--- src/rtl/acc_pkg.sv ---
package acc_pkg;

    // ----------------------------------------------------------------
    // Register map
    // ----------------------------------------------------------------
    localparam logic [7:0]  ADDR_OPTION  = 8'h35;
    localparam logic [15:0] OPTION_RESET = 16'h2000;
    localparam int          BIT_REPEAT   = 15;
    localparam int          BIT_TRIGGER  = 14;
    localparam int          BIT_RANGE    = 13;
    localparam int          RSVD_HI      = 12;
    localparam int          RSVD_LO      = 8;
    localparam int          EN_HI        = 7;
    localparam logic [15:0] OPTION_WMASK = 16'he0ff;

    // ----------------------------------------------------------------
    // Channels, ascending index is the conversion sequence
    // ----------------------------------------------------------------
    localparam int NUM_CH = 8;
    localparam int CH_W   = 3;
    localparam int RES_W  = 16;
    typedef enum logic [2:0] {
        CH_BATTERY_VOLTAGE   = 3'h0,
        CH_SYSTEM_VOLTAGE    = 3'h1,
        CH_CHARGE_CURRENT    = 3'h2,
        CH_DISCHARGE_CURRENT = 3'h3,
        CH_INPUT_CURRENT     = 3'h4,
        CH_SYSTEM_POWER      = 3'h5,
        CH_BUS_VOLTAGE       = 3'h6,
        CH_COMPARATOR_INPUT  = 3'h7
    } acc_chan_t;

    // ----------------------------------------------------------------
    // Timing
    // ----------------------------------------------------------------
    localparam int CLK_HZ        = 10_000_000;
    localparam int SET_TIME_MS   = 10;
    localparam int PERIOD_TIME_S = 1;
    localparam int SET_CYCLES    = CLK_HZ / 1000 * SET_TIME_MS;
    localparam int PERIOD_CYCLES = CLK_HZ * PERIOD_TIME_S;
    localparam int TMR_W         = 24;

    // ----------------------------------------------------------------
    // Sequencer states
    // ----------------------------------------------------------------
    typedef enum logic [2:0] {
        ST_IDLE = 3'h1,
        ST_CONV = 3'h2,
        ST_WAIT = 3'h4
    } acc_state_t;

endpackage : acc_pkg

--- src/rtl/acc_conv_ctrl.sv ---
`timescale 1ns/1ps

module acc_conv_ctrl
    import acc_pkg::*;
#(
    parameter int SET_CYC    = SET_CYCLES,
    parameter int PERIOD_CYC = PERIOD_CYCLES
) (
    // Clock and reset
    input  wire logic              clk_i,
    input  wire logic              rst_i,
    // Register port from the serial host engine
    input  wire logic [7:0]        reg_addr_i,
    input  wire logic              reg_wr_i,
    input  wire logic              reg_rd_i,
    input  wire logic [15:0]       reg_wdata_i,
    output logic [15:0]            reg_rdata_o,
    // Power mode pin
    input  wire logic              low_power_i,
    // Converter front end
    input  wire logic [RES_W-1:0]  adc_data_i,
    output logic                   adc_enable_o,
    output logic                   conv_start_o,
    output logic [CH_W-1:0]        channel_o,
    output logic                   input_range_select_o,
    // Result register update
    output logic                   result_wr_o,
    output logic [CH_W-1:0]        result_ch_o,
    output logic [RES_W-1:0]       result_data_o
);

    // ----------------------------------------------------------------
    // Timing counts
    // ----------------------------------------------------------------
    localparam int             CH_CYC     = (SET_CYC / NUM_CH < 1) ? 1 : SET_CYC / NUM_CH;
    localparam logic [TMR_W-1:0] CH_LOAD  = TMR_W'(CH_CYC - 1);
    localparam logic [TMR_W-1:0] PER_LAST = TMR_W'(PERIOD_CYC - 1);

    // ----------------------------------------------------------------
    // State
    // ----------------------------------------------------------------
    logic [15:0]       opt_q,      opt_d;
    logic              lp_s1_q,    lp_s2_q;
    logic [RES_W-1:0]  dat_s1_q,   dat_s2_q;
    acc_state_t        state_q,    state_d;
    logic [CH_W-1:0]   ch_q,       ch_d;
    logic [TMR_W-1:0]  tmr_q,      tmr_d;
    logic [TMR_W-1:0]  per_q,      per_d;
    logic              start_q,    start_d;
    logic              wr_q,       wr_d;
    logic [CH_W-1:0]   res_ch_q;
    logic [RES_W-1:0]  res_dat_q;
    logic [15:0]       rdata_q;
    logic              set_done;

    // ----------------------------------------------------------------
    // Decode
    // ----------------------------------------------------------------
    wire              hit_opt   = (reg_addr_i == ADDR_OPTION);
    wire              host_wr   = reg_wr_i && hit_opt;
    wire              repeat_on = opt_q[BIT_REPEAT];
    wire              trig_on   = opt_q[BIT_TRIGGER];
    wire              go        = trig_on && !lp_s2_q;
    wire [NUM_CH-1:0] en_mask   = opt_q[EN_HI:0];
    wire [CH_W:0]     pick_from = (state_q == ST_CONV) ? ({1'b0, ch_q} + 4'h1) : 4'h0;
    wire              pick_found;
    wire [CH_W-1:0]   pick_idx;

    acc_chan_pick u_pick (
        .mask_i  (en_mask),
        .from_i  (pick_from),
        .found_o (pick_found),
        .idx_o   (pick_idx)
    );

    // ----------------------------------------------------------------
    // Option register
    // ----------------------------------------------------------------
    always_comb begin
        opt_d = opt_q;
        if (set_done && !repeat_on) begin
            opt_d[BIT_TRIGGER] = 1'b0;
        end
        // A host write in the same cycle overrides the self-clear
        if (host_wr) begin
            opt_d = reg_wdata_i & OPTION_WMASK;
        end
    end

    always_ff @(posedge clk_i or posedge rst_i) begin
        if (rst_i) begin
            opt_q <= OPTION_RESET;
        end else begin
            opt_q <= opt_d;
        end
    end

    always_ff @(posedge clk_i or posedge rst_i) begin
        if (rst_i) begin
            rdata_q <= 16'h0000;
        end else if (reg_rd_i) begin
            rdata_q <= hit_opt ? opt_q : 16'h0000;
        end
    end

    // ----------------------------------------------------------------
    // Pin synchronisers
    // ----------------------------------------------------------------
    always_ff @(posedge clk_i or posedge rst_i) begin
        if (rst_i) begin
            lp_s1_q  <= 1'b0;
            lp_s2_q  <= 1'b0;
            dat_s1_q <= '0;
            dat_s2_q <= '0;
        end else begin
            lp_s1_q  <= low_power_i;
            lp_s2_q  <= lp_s1_q;
            dat_s1_q <= adc_data_i;
            dat_s2_q <= dat_s1_q;
        end
    end

    // ----------------------------------------------------------------
    // Sequencer
    // ----------------------------------------------------------------
    always_comb begin
        state_d  = state_q;
        ch_d     = ch_q;
        tmr_d    = (tmr_q != '0) ? tmr_q - 1'b1 : tmr_q;
        per_d    = (per_q != PER_LAST) ? per_q + 1'b1 : per_q;
        start_d  = 1'b0;
        wr_d     = 1'b0;
        set_done = 1'b0;
        case (state_q)
            ST_IDLE: begin
                if (go) begin
                    per_d = '0;
                    if (pick_found) begin
                        state_d = ST_CONV;
                        ch_d    = pick_idx;
                        tmr_d   = CH_LOAD;
                        start_d = 1'b1;
                    end else begin
                        set_done = 1'b1;
                        state_d  = repeat_on ? ST_WAIT : ST_IDLE;
                    end
                end
            end
            ST_CONV: begin
                if (!go) begin
                    state_d = ST_IDLE;
                end else if (tmr_q == '0) begin
                    wr_d = 1'b1;
                    if (pick_found) begin
                        ch_d    = pick_idx;
                        tmr_d   = CH_LOAD;
                        start_d = 1'b1;
                    end else begin
                        set_done = 1'b1;
                        state_d  = repeat_on ? ST_WAIT : ST_IDLE;
                    end
                end
            end
            ST_WAIT: begin
                if (!go) begin
                    state_d = ST_IDLE;
                end else if (per_q == PER_LAST) begin
                    per_d = '0;
                    if (pick_found) begin
                        state_d = ST_CONV;
                        ch_d    = pick_idx;
                        tmr_d   = CH_LOAD;
                        start_d = 1'b1;
                    end else begin
                        set_done = 1'b1;
                    end
                end
            end
            default: begin
                state_d = ST_IDLE;
            end
        endcase
    end

    always_ff @(posedge clk_i or posedge rst_i) begin
        if (rst_i) begin
            state_q <= ST_IDLE;
            ch_q    <= '0;
            tmr_q   <= '0;
            per_q   <= '0;
            start_q <= 1'b0;
            wr_q    <= 1'b0;
        end else begin
            state_q <= state_d;
            ch_q    <= ch_d;
            tmr_q   <= tmr_d;
            per_q   <= per_d;
            start_q <= start_d;
            wr_q    <= wr_d;
        end
    end

    // Result capture: only the channel just converted is written
    always_ff @(posedge clk_i or posedge rst_i) begin
        if (rst_i) begin
            res_ch_q  <= '0;
            res_dat_q <= '0;
        end else if (wr_d) begin
            res_ch_q  <= ch_q;
            res_dat_q <= dat_s2_q;
        end
    end

    // ----------------------------------------------------------------
    // Outputs
    // ----------------------------------------------------------------
    assign reg_rdata_o          = rdata_q;
    assign adc_enable_o         = (state_q == ST_CONV) && !lp_s2_q;
    assign conv_start_o         = start_q;
    assign channel_o            = ch_q;
    assign input_range_select_o = opt_q[BIT_RANGE];
    assign result_wr_o          = wr_q;
    assign result_ch_o          = res_ch_q;
    assign result_data_o        = res_dat_q;

    // ----------------------------------------------------------------
    // Checks
    // ----------------------------------------------------------------
    logic [NUM_CH-1:0] en_prev_q;
    always_ff @(posedge clk_i or posedge rst_i) begin
        if (rst_i) begin
            en_prev_q <= '0;
        end else begin
            en_prev_q <= en_mask;
        end
    end

    wire last_slot = (state_q == ST_CONV) && go && (tmr_q == '0) && !pick_found && !host_wr;
endmodule : acc_conv_ctrl

--- src/rtl/acc_chan_pick.sv ---
`timescale 1ns/1ps

module acc_chan_pick
    import acc_pkg::*;
(
    // Enable mask and search start (NUM_CH means none left)
    input  wire logic [NUM_CH-1:0] mask_i,
    input  wire logic [CH_W:0]     from_i,
    // Result
    output logic                   found_o,
    output logic [CH_W-1:0]        idx_o
);

    // First enabled channel at or above from_i, lowest index first
    always_comb begin
        found_o = 1'b0;
        idx_o   = '0;
        for (int i = NUM_CH - 1; i >= 0; i--) begin
            if (mask_i[i] && (i >= int'(from_i))) begin
                found_o = 1'b1;
                idx_o   = CH_W'(i);
            end
        end
    end

endmodule : acc_chan_pick

--- config.mk ---
export PLATFORM = sky130hd
export DESIGN_NAME = acc_conv_ctrl
export DESIGN_NICKNAME = d
export VERILOG_FILES = /design/src/rtl/acc_pkg.sv /design/src/rtl/acc_conv_ctrl.sv /design/src/rtl/acc_chan_pick.sv
export SDC_FILE = /design/constraint.sdc
export NUM_CORES = 1
export LEC_CHECK = 0
export BUFFER_PORTS_ARGS = -buffer_cell sky130_fd_sc_hd__buf_2
export CAP_MARGIN = 20
export CORE_ASPECT_RATIO = 1.1
export CORE_MARGIN = 2
export CORE_UTILIZATION = 51
export CTS_CLUSTER_DIAMETER = 40
export DETAILED_ROUTE_END_ITERATION = 10
export PLACE_DENSITY = 0.76
export SLEW_MARGIN = 10
export SYNTH_ARGS = -nofsm -noshare
export SYNTH_HDL_FRONTEND = slang
export SYNTH_SLANG_ARGS = --single-unit
--- constraint.sdc ---
create_clock -name clk_i -period 4 [get_ports clk_i]
set_input_delay 0.4 -clock clk_i [delete_from_list [all_inputs] [get_ports clk_i]]
set_output_delay 0.4 -clock clk_i [all_outputs]
set_load 0.03 [all_outputs]
# Word level (Yosys, flattened, before mapping)
# Index checks and enable logic that the tools add are counted.
[word_totals]
register_bits = 136
input_bits = 45
output_inout_bits = 42
elab_cells = 128
[classes]
n_addsub = 3
magnitude_cmp = 8
eq_ne = 15
mux = 67
n_reduce_logical = 20
[ops]
columns = ["op", "count"]
rows = [
  ["2-to-1 mux 24 bit", 11],
  ["one-hot mux 24 bit (3 select lines)", 1],
  ["2-to-1 mux 3 bit", 23],
  ["one-hot mux 24 bit (2 select lines)", 1],
  ["adder 24 x 1 -> 24 bit (second input constant)", 1],
  ["== test 24 bit (second input constant)", 1],
  ["logical NOT 24 bit", 1],
  ["2-to-1 mux 1 bit", 24],
  ["!= test 24 bit (second input constant)", 1],
  ["nonzero test 24 bit", 1],
  ["subtractor 24 x 1 -> 24 bit (second input constant)", 1],
  ["one-hot mux 3 bit (3 select lines)", 2],
  ["greater-or-equal comparator 3 x 4 -> 1 bit (first input constant)", 4],
  ["2-to-1 mux 16 bit", 1],
  ["2-to-1 mux 15 bit", 1],
  ["logical AND 1 bit", 12],
  ["!= test 3 bit (second input constant)", 3],
  ["== test 8 x 6 -> 1 bit (second input constant)", 1],
  ["greater-or-equal comparator 1 x 4 -> 1 bit (first input constant)", 2],
  ["greater-or-equal comparator 2 x 4 -> 1 bit (first input constant)", 2],
  ["!= test 2 bit (second input constant)", 4],
  ["one-hot mux 1 bit (3 select lines)", 2],
  ["AND reduction 6 bit", 1],
  ["AND reduction 5 bit", 1],
  ["10 further kinds", 11],
]

# Logic depth before layout (Yosys ltp)
[depth]
word_depth = 19
ltp_mapped = 10
mapped_depth_nobuf = 9

# Modules after synthesis
# Synthesis repeated with hierarchy kept, for this count alone.
[unflattened]
cells_unflattened = 513
area_unflattened_um2 = 5736.8
[by_module_without_submodules]
columns = ["module", "instances", "cells_per_inst", "area_per_inst_um2", "seq_area_each_um2"]
rows = [
  ["acc_conv_ctrl", 1, 475, 5500.3, 3280.6],
  ["acc_chan_pick", 1, 38, 236.5, 0.0],
]

# Least setup slack after synthesis
# No wires, ideal clock.
[synth_path]
path_type = "reg2reg"
from = "register ch_q[1] (netlist: channel_o[1])"
to = "register state_q[0]"
setup_ps = 81
arrival_ps = 2272
required_ps = 3919
slack_ps = 1647
stages_incl_launch_ff = 8
path_buffers = 0
period_less_slack_ps = 2353
cell_sequence = "dfrtp_1 -> ha_1 -> nand4bb_1 -> o31a_1 -> o21ai_1 -> o211ai_4 -> or3_1 -> a32oi_1"
[synth_between]
elab_chain_cells = 15
word_cells_on_any_way = 32
classes_between = "add/sub (1); order compare (8); eq/ne (2); mux (12); reduce/logical (9)"
[synth_rtl]
columns = ["item", "line_no", "rtl"]
rows = [
  ["start, declared", "acc_conv_ctrl.sv:46", "logic [CH_W-1:0] ch_q, ch_d;"],
  ["start signal, assigned", "acc_conv_ctrl.sv:195", "ch_q <= ch_d;"],
  ["adder 3 x 1 -> 4 bit (*)", "acc_conv_ctrl.sv:65", "wire [CH_W:0] pick_from = (state_q == ST_CONV) ? ({1'b0, ch_q} + 4'h1) : 4'h0;"],
  ["2-to-1 mux 4 bit (*)", "acc_conv_ctrl.sv:65", ""],
  ["greater-or-equal comparator 3 x 4 -> 1 bit", "acc_chan_pick.sv:19", "if (mask_i[i] && (i >= int'(from_i))) begin"],
  ["logical AND 1 bit", "acc_chan_pick.sv:19", ""],
  ["2-to-1 mux 1 bit (7 in a row)", "acc_chan_pick.sv:19", ""],
  ["2-to-1 mux 1 bit (*)", "acc_chan_pick.sv:19", ""],
  ["2-to-1 mux 3 bit", "acc_conv_ctrl.sv:138", "if (pick_found) begin"],
  ["2-to-1 mux 3 bit", "acc_conv_ctrl.sv:136", "if (go) begin"],
  ["one-hot mux 3 bit (3 select lines)", "acc_conv_ctrl.sv:134", "case (state_q)"],
  ["end signal, assigned", "acc_conv_ctrl.sv:194", "state_q <= state_d;"],
  ["end, declared", "acc_conv_ctrl.sv:45", "acc_state_t state_q, state_d;"],
]
# Every way passes the cells marked *; elsewhere a longest branch is shown, timed or not. The select of a mux whose other input is x is not followed.
# A chain may end at the register's enable or synchronous reset.

# Worst setup path in the final report
[layout_path]
from = "register tmr_q[6]"
to = "register tmr_q[15]"
[layout_between]
elab_chain_cells = 6
word_cells_on_any_way = 11
classes_between = "add/sub (1); mux (8); reduce/logical (2)"
[layout_rtl]
columns = ["item", "line_no", "rtl"]
rows = [
  ["start, declared", "acc_conv_ctrl.sv:47", "logic [TMR_W-1:0] tmr_q, tmr_d;"],
  ["start signal, assigned", "acc_conv_ctrl.sv:196", "tmr_q <= tmr_d;"],
  ["subtractor 24 x 1 -> 24 bit / nonzero test 24 bit (equally long branches)", "acc_conv_ctrl.sv:129", "tmr_d = (tmr_q != '0) ? tmr_q - 1'b1 : tmr_q;"],
  ["2-to-1 mux 24 bit", "acc_conv_ctrl.sv:129", ""],
  ["2-to-1 mux 24 bit", "acc_conv_ctrl.sv:138, acc_conv_ctrl.sv:154, acc_conv_ctrl.sv:169", ""],
  ["2-to-1 mux 24 bit, on equally long branches", "acc_conv_ctrl.sv:167, acc_conv_ctrl.sv:152", ""],
  ["2-to-1 mux 24 bit, on equally long branches", "acc_conv_ctrl.sv:165, acc_conv_ctrl.sv:150", ""],
  ["one-hot mux 24 bit (3 select lines) (*)", "acc_conv_ctrl.sv:134", ""],
  ["named net tmr_d[15]", "acc_conv_ctrl.sv:47", ""],
]
# Mark *: on every way through the listed nets, which the timed path passes. The rest lies on a longest branch.

==> impl_metrics.sql <==
INSERT INTO impl_metrics (metric_group, metric, value, unit) VALUES
('status', 'outcome', 'completed', ''),
('placed_design', 'dp_slack', '1.269', 'ns'),
('logic_synthesis', 'asyncSetResetFlopFracSynth', '100.0', '%'),
('placed_design', 'placed_area', '0.006243', 'mm2'),
('die', 'placeableCoreArea', '0.01096', 'mm2'),
('logic_synthesis', 'yosys.area_share.xor_xnor', '6.707', '%'),
('pwr', 'vdd_ir_drop_max', '0.0003798', 'V'),
('finish', 'fillerInstances', '821', ''),
('detailed_routing', 'vias_cell', '5.406', ''),
('sta', 'final.setup_skew', '0.006413', 'ns'),
('clock_network', 'ctsResizeCount', '0', ''),
('finish', 'post_layout_utilization_of_the_core', '62.52', '%'),
('logic_synthesis', 'ys_ff_latch', '131', ''),
('logic_synthesis', 'synth.yosys.seq_area_share', '57.10', '%'),
('detailed_routing', 'wl_per_cell', '15.14', 'um'),
('clock_network', 'cts_buffers', '17', ''),
('sta', 'setup-tns-final', '0', 'ns'),
('logic_synthesis', 'dominant_combinational_cell_family_by_area_after_synthesis', 'simple AND/OR/NAND/NOR gates', ''),
('die', 'floorplan.io_pins', '87', ''),
('setup_path', 'critPathRequiredTime', '4.29', 'ns'),
('global_routing', 'grt_pass1_vias', '4206', ''),
('finish', 'layout.cells.most_common', 'sky130_fd_sc_hd__dfrtp_1', ''),
('sta', 'final_critical_period', '2.771', 'ns'),
('finish', 'layout_common_cells', '129 x sky130_fd_sc_hd__dfrtp_1, 76 x sky130_fd_sc_hd__buf_2, 62 x sky130_fd_sc_hd__nor2_1', ''),
('finish', 'drive_above_1_share', '22.69', '%'),
('finish', 'final_cells', '764', ''),
('clock_network', 'cts.path.max_buffers', '2', ''),
('logic_synthesis', 'post_synth_and_or_nand_nor_area_fraction', '18.45', '%'),
('global_routing', 'groute.usage.overall', '20.80', '%'),
('hold_path', 'worstHoldPathType', 'primary input to register', ''),
('sta', 'final_number_of_hold_violating_endpoints', '0', ''),
('flow_run', 'cap_viol_max_count', '0', ''),
('sta', 'finalSetupViolations', '0', ''),
('pwr', 'report.power.total', '3.877', 'mW'),
('logic_synthesis', 'syn-cell-area', '0.005746', 'mm2'),
('clock_network', 'cts_tree', 'yes', ''),
('logic_synthesis', 'synth_adder_area_share', '0.8711', '%'),
('pwr', 'power.static_leakage', '3.265', 'nW'),
('placed_design', 'post-dp-hpwl', '7757', 'um'),
('clock_network', 'clk_transition_reported_paths', '0.06', 'ns'),
('logic_synthesis', 'ys_dominant_reg_cell', 'sky130_fd_sc_hd__dfrtp_1', ''),
('sta', 'drv_slew', '0', ''),
('clock_network', 'clock_root_buffer', 'sky130_fd_sc_hd__clkbuf_16', ''),
('detailed_routing', 'detail_route.drc_violations', '0', ''),
('logic_synthesis', 'postSynthAreaPerCell', '11.05', 'um2'),
('logic_synthesis', 'syn-instance-count', '520', ''),
('setup_path', 'cp-end-kind', 'register', ''),
('finish', 'area.growth.synth_to_final', '19.27', '%'),
('global_routing', 'grt_total_ovfl', '0', ''),
('die', 'fp-row-count', '40', ''),
('detailed_routing', 'finalWirelength', '11570', 'um'),
('global_routing', 'grt_start_max_net_pins', '73', ''),
('setup_path', 'worst_setup_path_start_kind', 'register', ''),
('sta', 'final_setup_margin', '1.229', 'ns'),
('sta', 'max-slew-margin-rel', '40.43', '%'),
('logic_synthesis', 'synth.lib_cells_used.distinct', '65', ''),
('finish', 'number_of_antenna_repair_diodes', '0', ''),
('setup_path', 'critPathKind', 'register to register', ''),
('logic_synthesis', 'post_synth_mux_area_share', '5.466', '%'),
('finish', 'area_of_all_placed_cells_without_fillers', '0.006853', 'mm2'),
('setup_path', 'cp_data_arrival_time', '3.06', 'ns'),
('global_routing', 'grt_pass1_wl', '20150', 'um'),
('detailed_routing', 'ant_nets', '0', ''),
('die', 'total_die_area', '0.01213', 'mm2'),
('detailed_routing', 'detailedRoute.firstPassIterationCount', '4', ''),
('die', 'die_y', '115.3', 'um'),
('clock_network', 'post_cts.repair.setup_buffers', '0', ''),
('placed_design', 'dpl.cell_count', '732', ''),
('placed_design', 'buffer_ports.inserted', '76', ''),
('clock_network', 'worstSkewPairLatency', '0.41', 'ns'),
('finish', 'layout.nets', '653', '');
-- cell usage after synthesis, types with 2 or more instances --
cell	n	area [um2]
sky130_fd_sc_hd__o21a_1	3	22.52
sky130_fd_sc_hd__dfrtp_1	129	3228
sky130_fd_sc_hd__o21ai_0	17	85.08
sky130_fd_sc_hd__mux2_1	17	191.4
sky130_fd_sc_hd__buf_2	4	20.02
sky130_fd_sc_hd__ha_1	4	50.05
sky130_fd_sc_hd__xnor2_1	23	201.4
sky130_fd_sc_hd__nand4b_1	3	26.28
sky130_fd_sc_hd__o22ai_1	3	18.77
sky130_fd_sc_hd__and4_1	2	17.52
sky130_fd_sc_hd__nand2_1	36	135.1
sky130_fd_sc_hd__or4b_1	2	20.02
sky130_fd_sc_hd__nand3b_1	3	22.52
sky130_fd_sc_hd__o31ai_1	3	22.52
sky130_fd_sc_hd__inv_1	24	90.09
sky130_fd_sc_hd__nor2_1	62	232.7
sky130_fd_sc_hd__nor3_2	2	20.02
sky130_fd_sc_hd__nor4b_1	3	26.28
sky130_fd_sc_hd__nor3_1	12	60.06
sky130_fd_sc_hd__a21oi_1	15	75.07
sky130_fd_sc_hd__o211ai_4	2	42.54
sky130_fd_sc_hd__o31a_1	2	17.52
sky130_fd_sc_hd__o21ai_1	7	35.03
sky130_fd_sc_hd__nand3_1	22	110.1
sky130_fd_sc_hd__or4_1	3	22.52
sky130_fd_sc_hd__or3_1	6	37.54
sky130_fd_sc_hd__mux2_2	10	112.6
sky130_fd_sc_hd__nand2b_1	4	25.02
sky130_fd_sc_hd__or2_2	4	25.02
sky130_fd_sc_hd__xor2_1	21	183.9
sky130_fd_sc_hd__and3_1	8	50.05
sky130_fd_sc_hd__dfstp_2	2	52.55
sky130_fd_sc_hd__buf_4	7	52.55
sky130_fd_sc_hd__nor2b_1	2	12.51
sky130_fd_sc_hd__nand4_1	12	75.07
sky130_fd_sc_hd__nor4_1	8	50.05
sky130_fd_sc_hd__clkbuf_1	5	18.77
-- path summary, 6_finish.rpt --
path                       cells past startpoint  slack, ns                     end                   from
max in group asynchronous                      3       2.90   dat_s1_q[8]$_DFF_PP0_                  rst_i
min reg2reg                                    0       0.35   dat_s2_q[7]$_DFF_PP0_  dat_s1_q[7]$_DFF_PP0_
min in group asynchronous                      2       0.17   dat_s1_q[9]$_DFF_PP0_                  rst_i
max reg2reg                                    6       1.23     tmr_q[15]$_DFF_PP0_     tmr_q[6]$_DFF_PP0_
max                                            6       1.23     tmr_q[15]$_DFF_PP0_     tmr_q[6]$_DFF_PP0_
min                                            1       0.09  dat_s1_q[12]$_DFF_PP0_         adc_data_i[12]
-- layer usage --
| layer | up-vias | part of all wire [%] | wire length (um) | GRT usage (%) |
|---|---|---|---|---|
| met5 | - | 0 | 0 | 0 |
| met2 | 97 | 51 | 5881 | 33.68 |
| met4 | 0 | 1.9 | 225 | 8.800 |
| met1 | 2034 | 43 | 4956 | 26.61 |
| met3 | 18 | 4.3 | 502 | 5.669 |
| li1 | 1981 | - | - | - |
-- area by class of cell --
type | count | area [um2] | area share, %
flip-flops and latches | 131 | 3281 | 47.87
multi-input cells | 350 | 2277 | 33.23
clock buffers | 17 | 425.4 | 6.208
repair buffers | 79 | 402.9 | 5.879
clock inverters | 15 | 183.9 | 2.684
well taps | 147 | 183.9 | 2.684
inverters | 25 | 98.84 | 1.442
-- report_power, final --
part	internal (mW)	switching [mW]	total, mW
registers	1.50	0.200	1.70
clock network	0.948	0.632	1.58
logic	0.253	0.340	0.593
total	2.71	1.17	3.88
-- worst max-delay path, cell delays in order, from the launching register on --
cell,delay [ns]
sky130_fd_sc_hd__dfrtp_1,0.44
sky130_fd_sc_hd__nor4_1,0.60
sky130_fd_sc_hd__nand3_1,0.35
sky130_fd_sc_hd__o21ai_1,0.79
sky130_fd_sc_hd__nor3_1,0.13
sky130_fd_sc_hd__xnor2_1,0.26
sky130_fd_sc_hd__nor2_1,0.08
-- sequential cells by signal (all words and copies together) (netlist names) --
signal / flops
opt_q: 11
result_data_o: 16
lp_s1_q: 1
dat_s2_q: 16
tmr_q: 24
result_wr_o: 1
state_q: 3
per_q: 24
lp_s2_q: 1
dat_s1_q: 16
channel_o: 3
conv_start_o: 1
reg_rdata_o: 11
result_ch_o: 3
-- cells by family after synthesis --
family,after synthesis
fa+ha+maj,4
compound gates,66
buf+inv,43
simple gates,203
other cells,1
mux,28
flops,131
xor+xnor,44
Power figures use the tool's default switching activity.
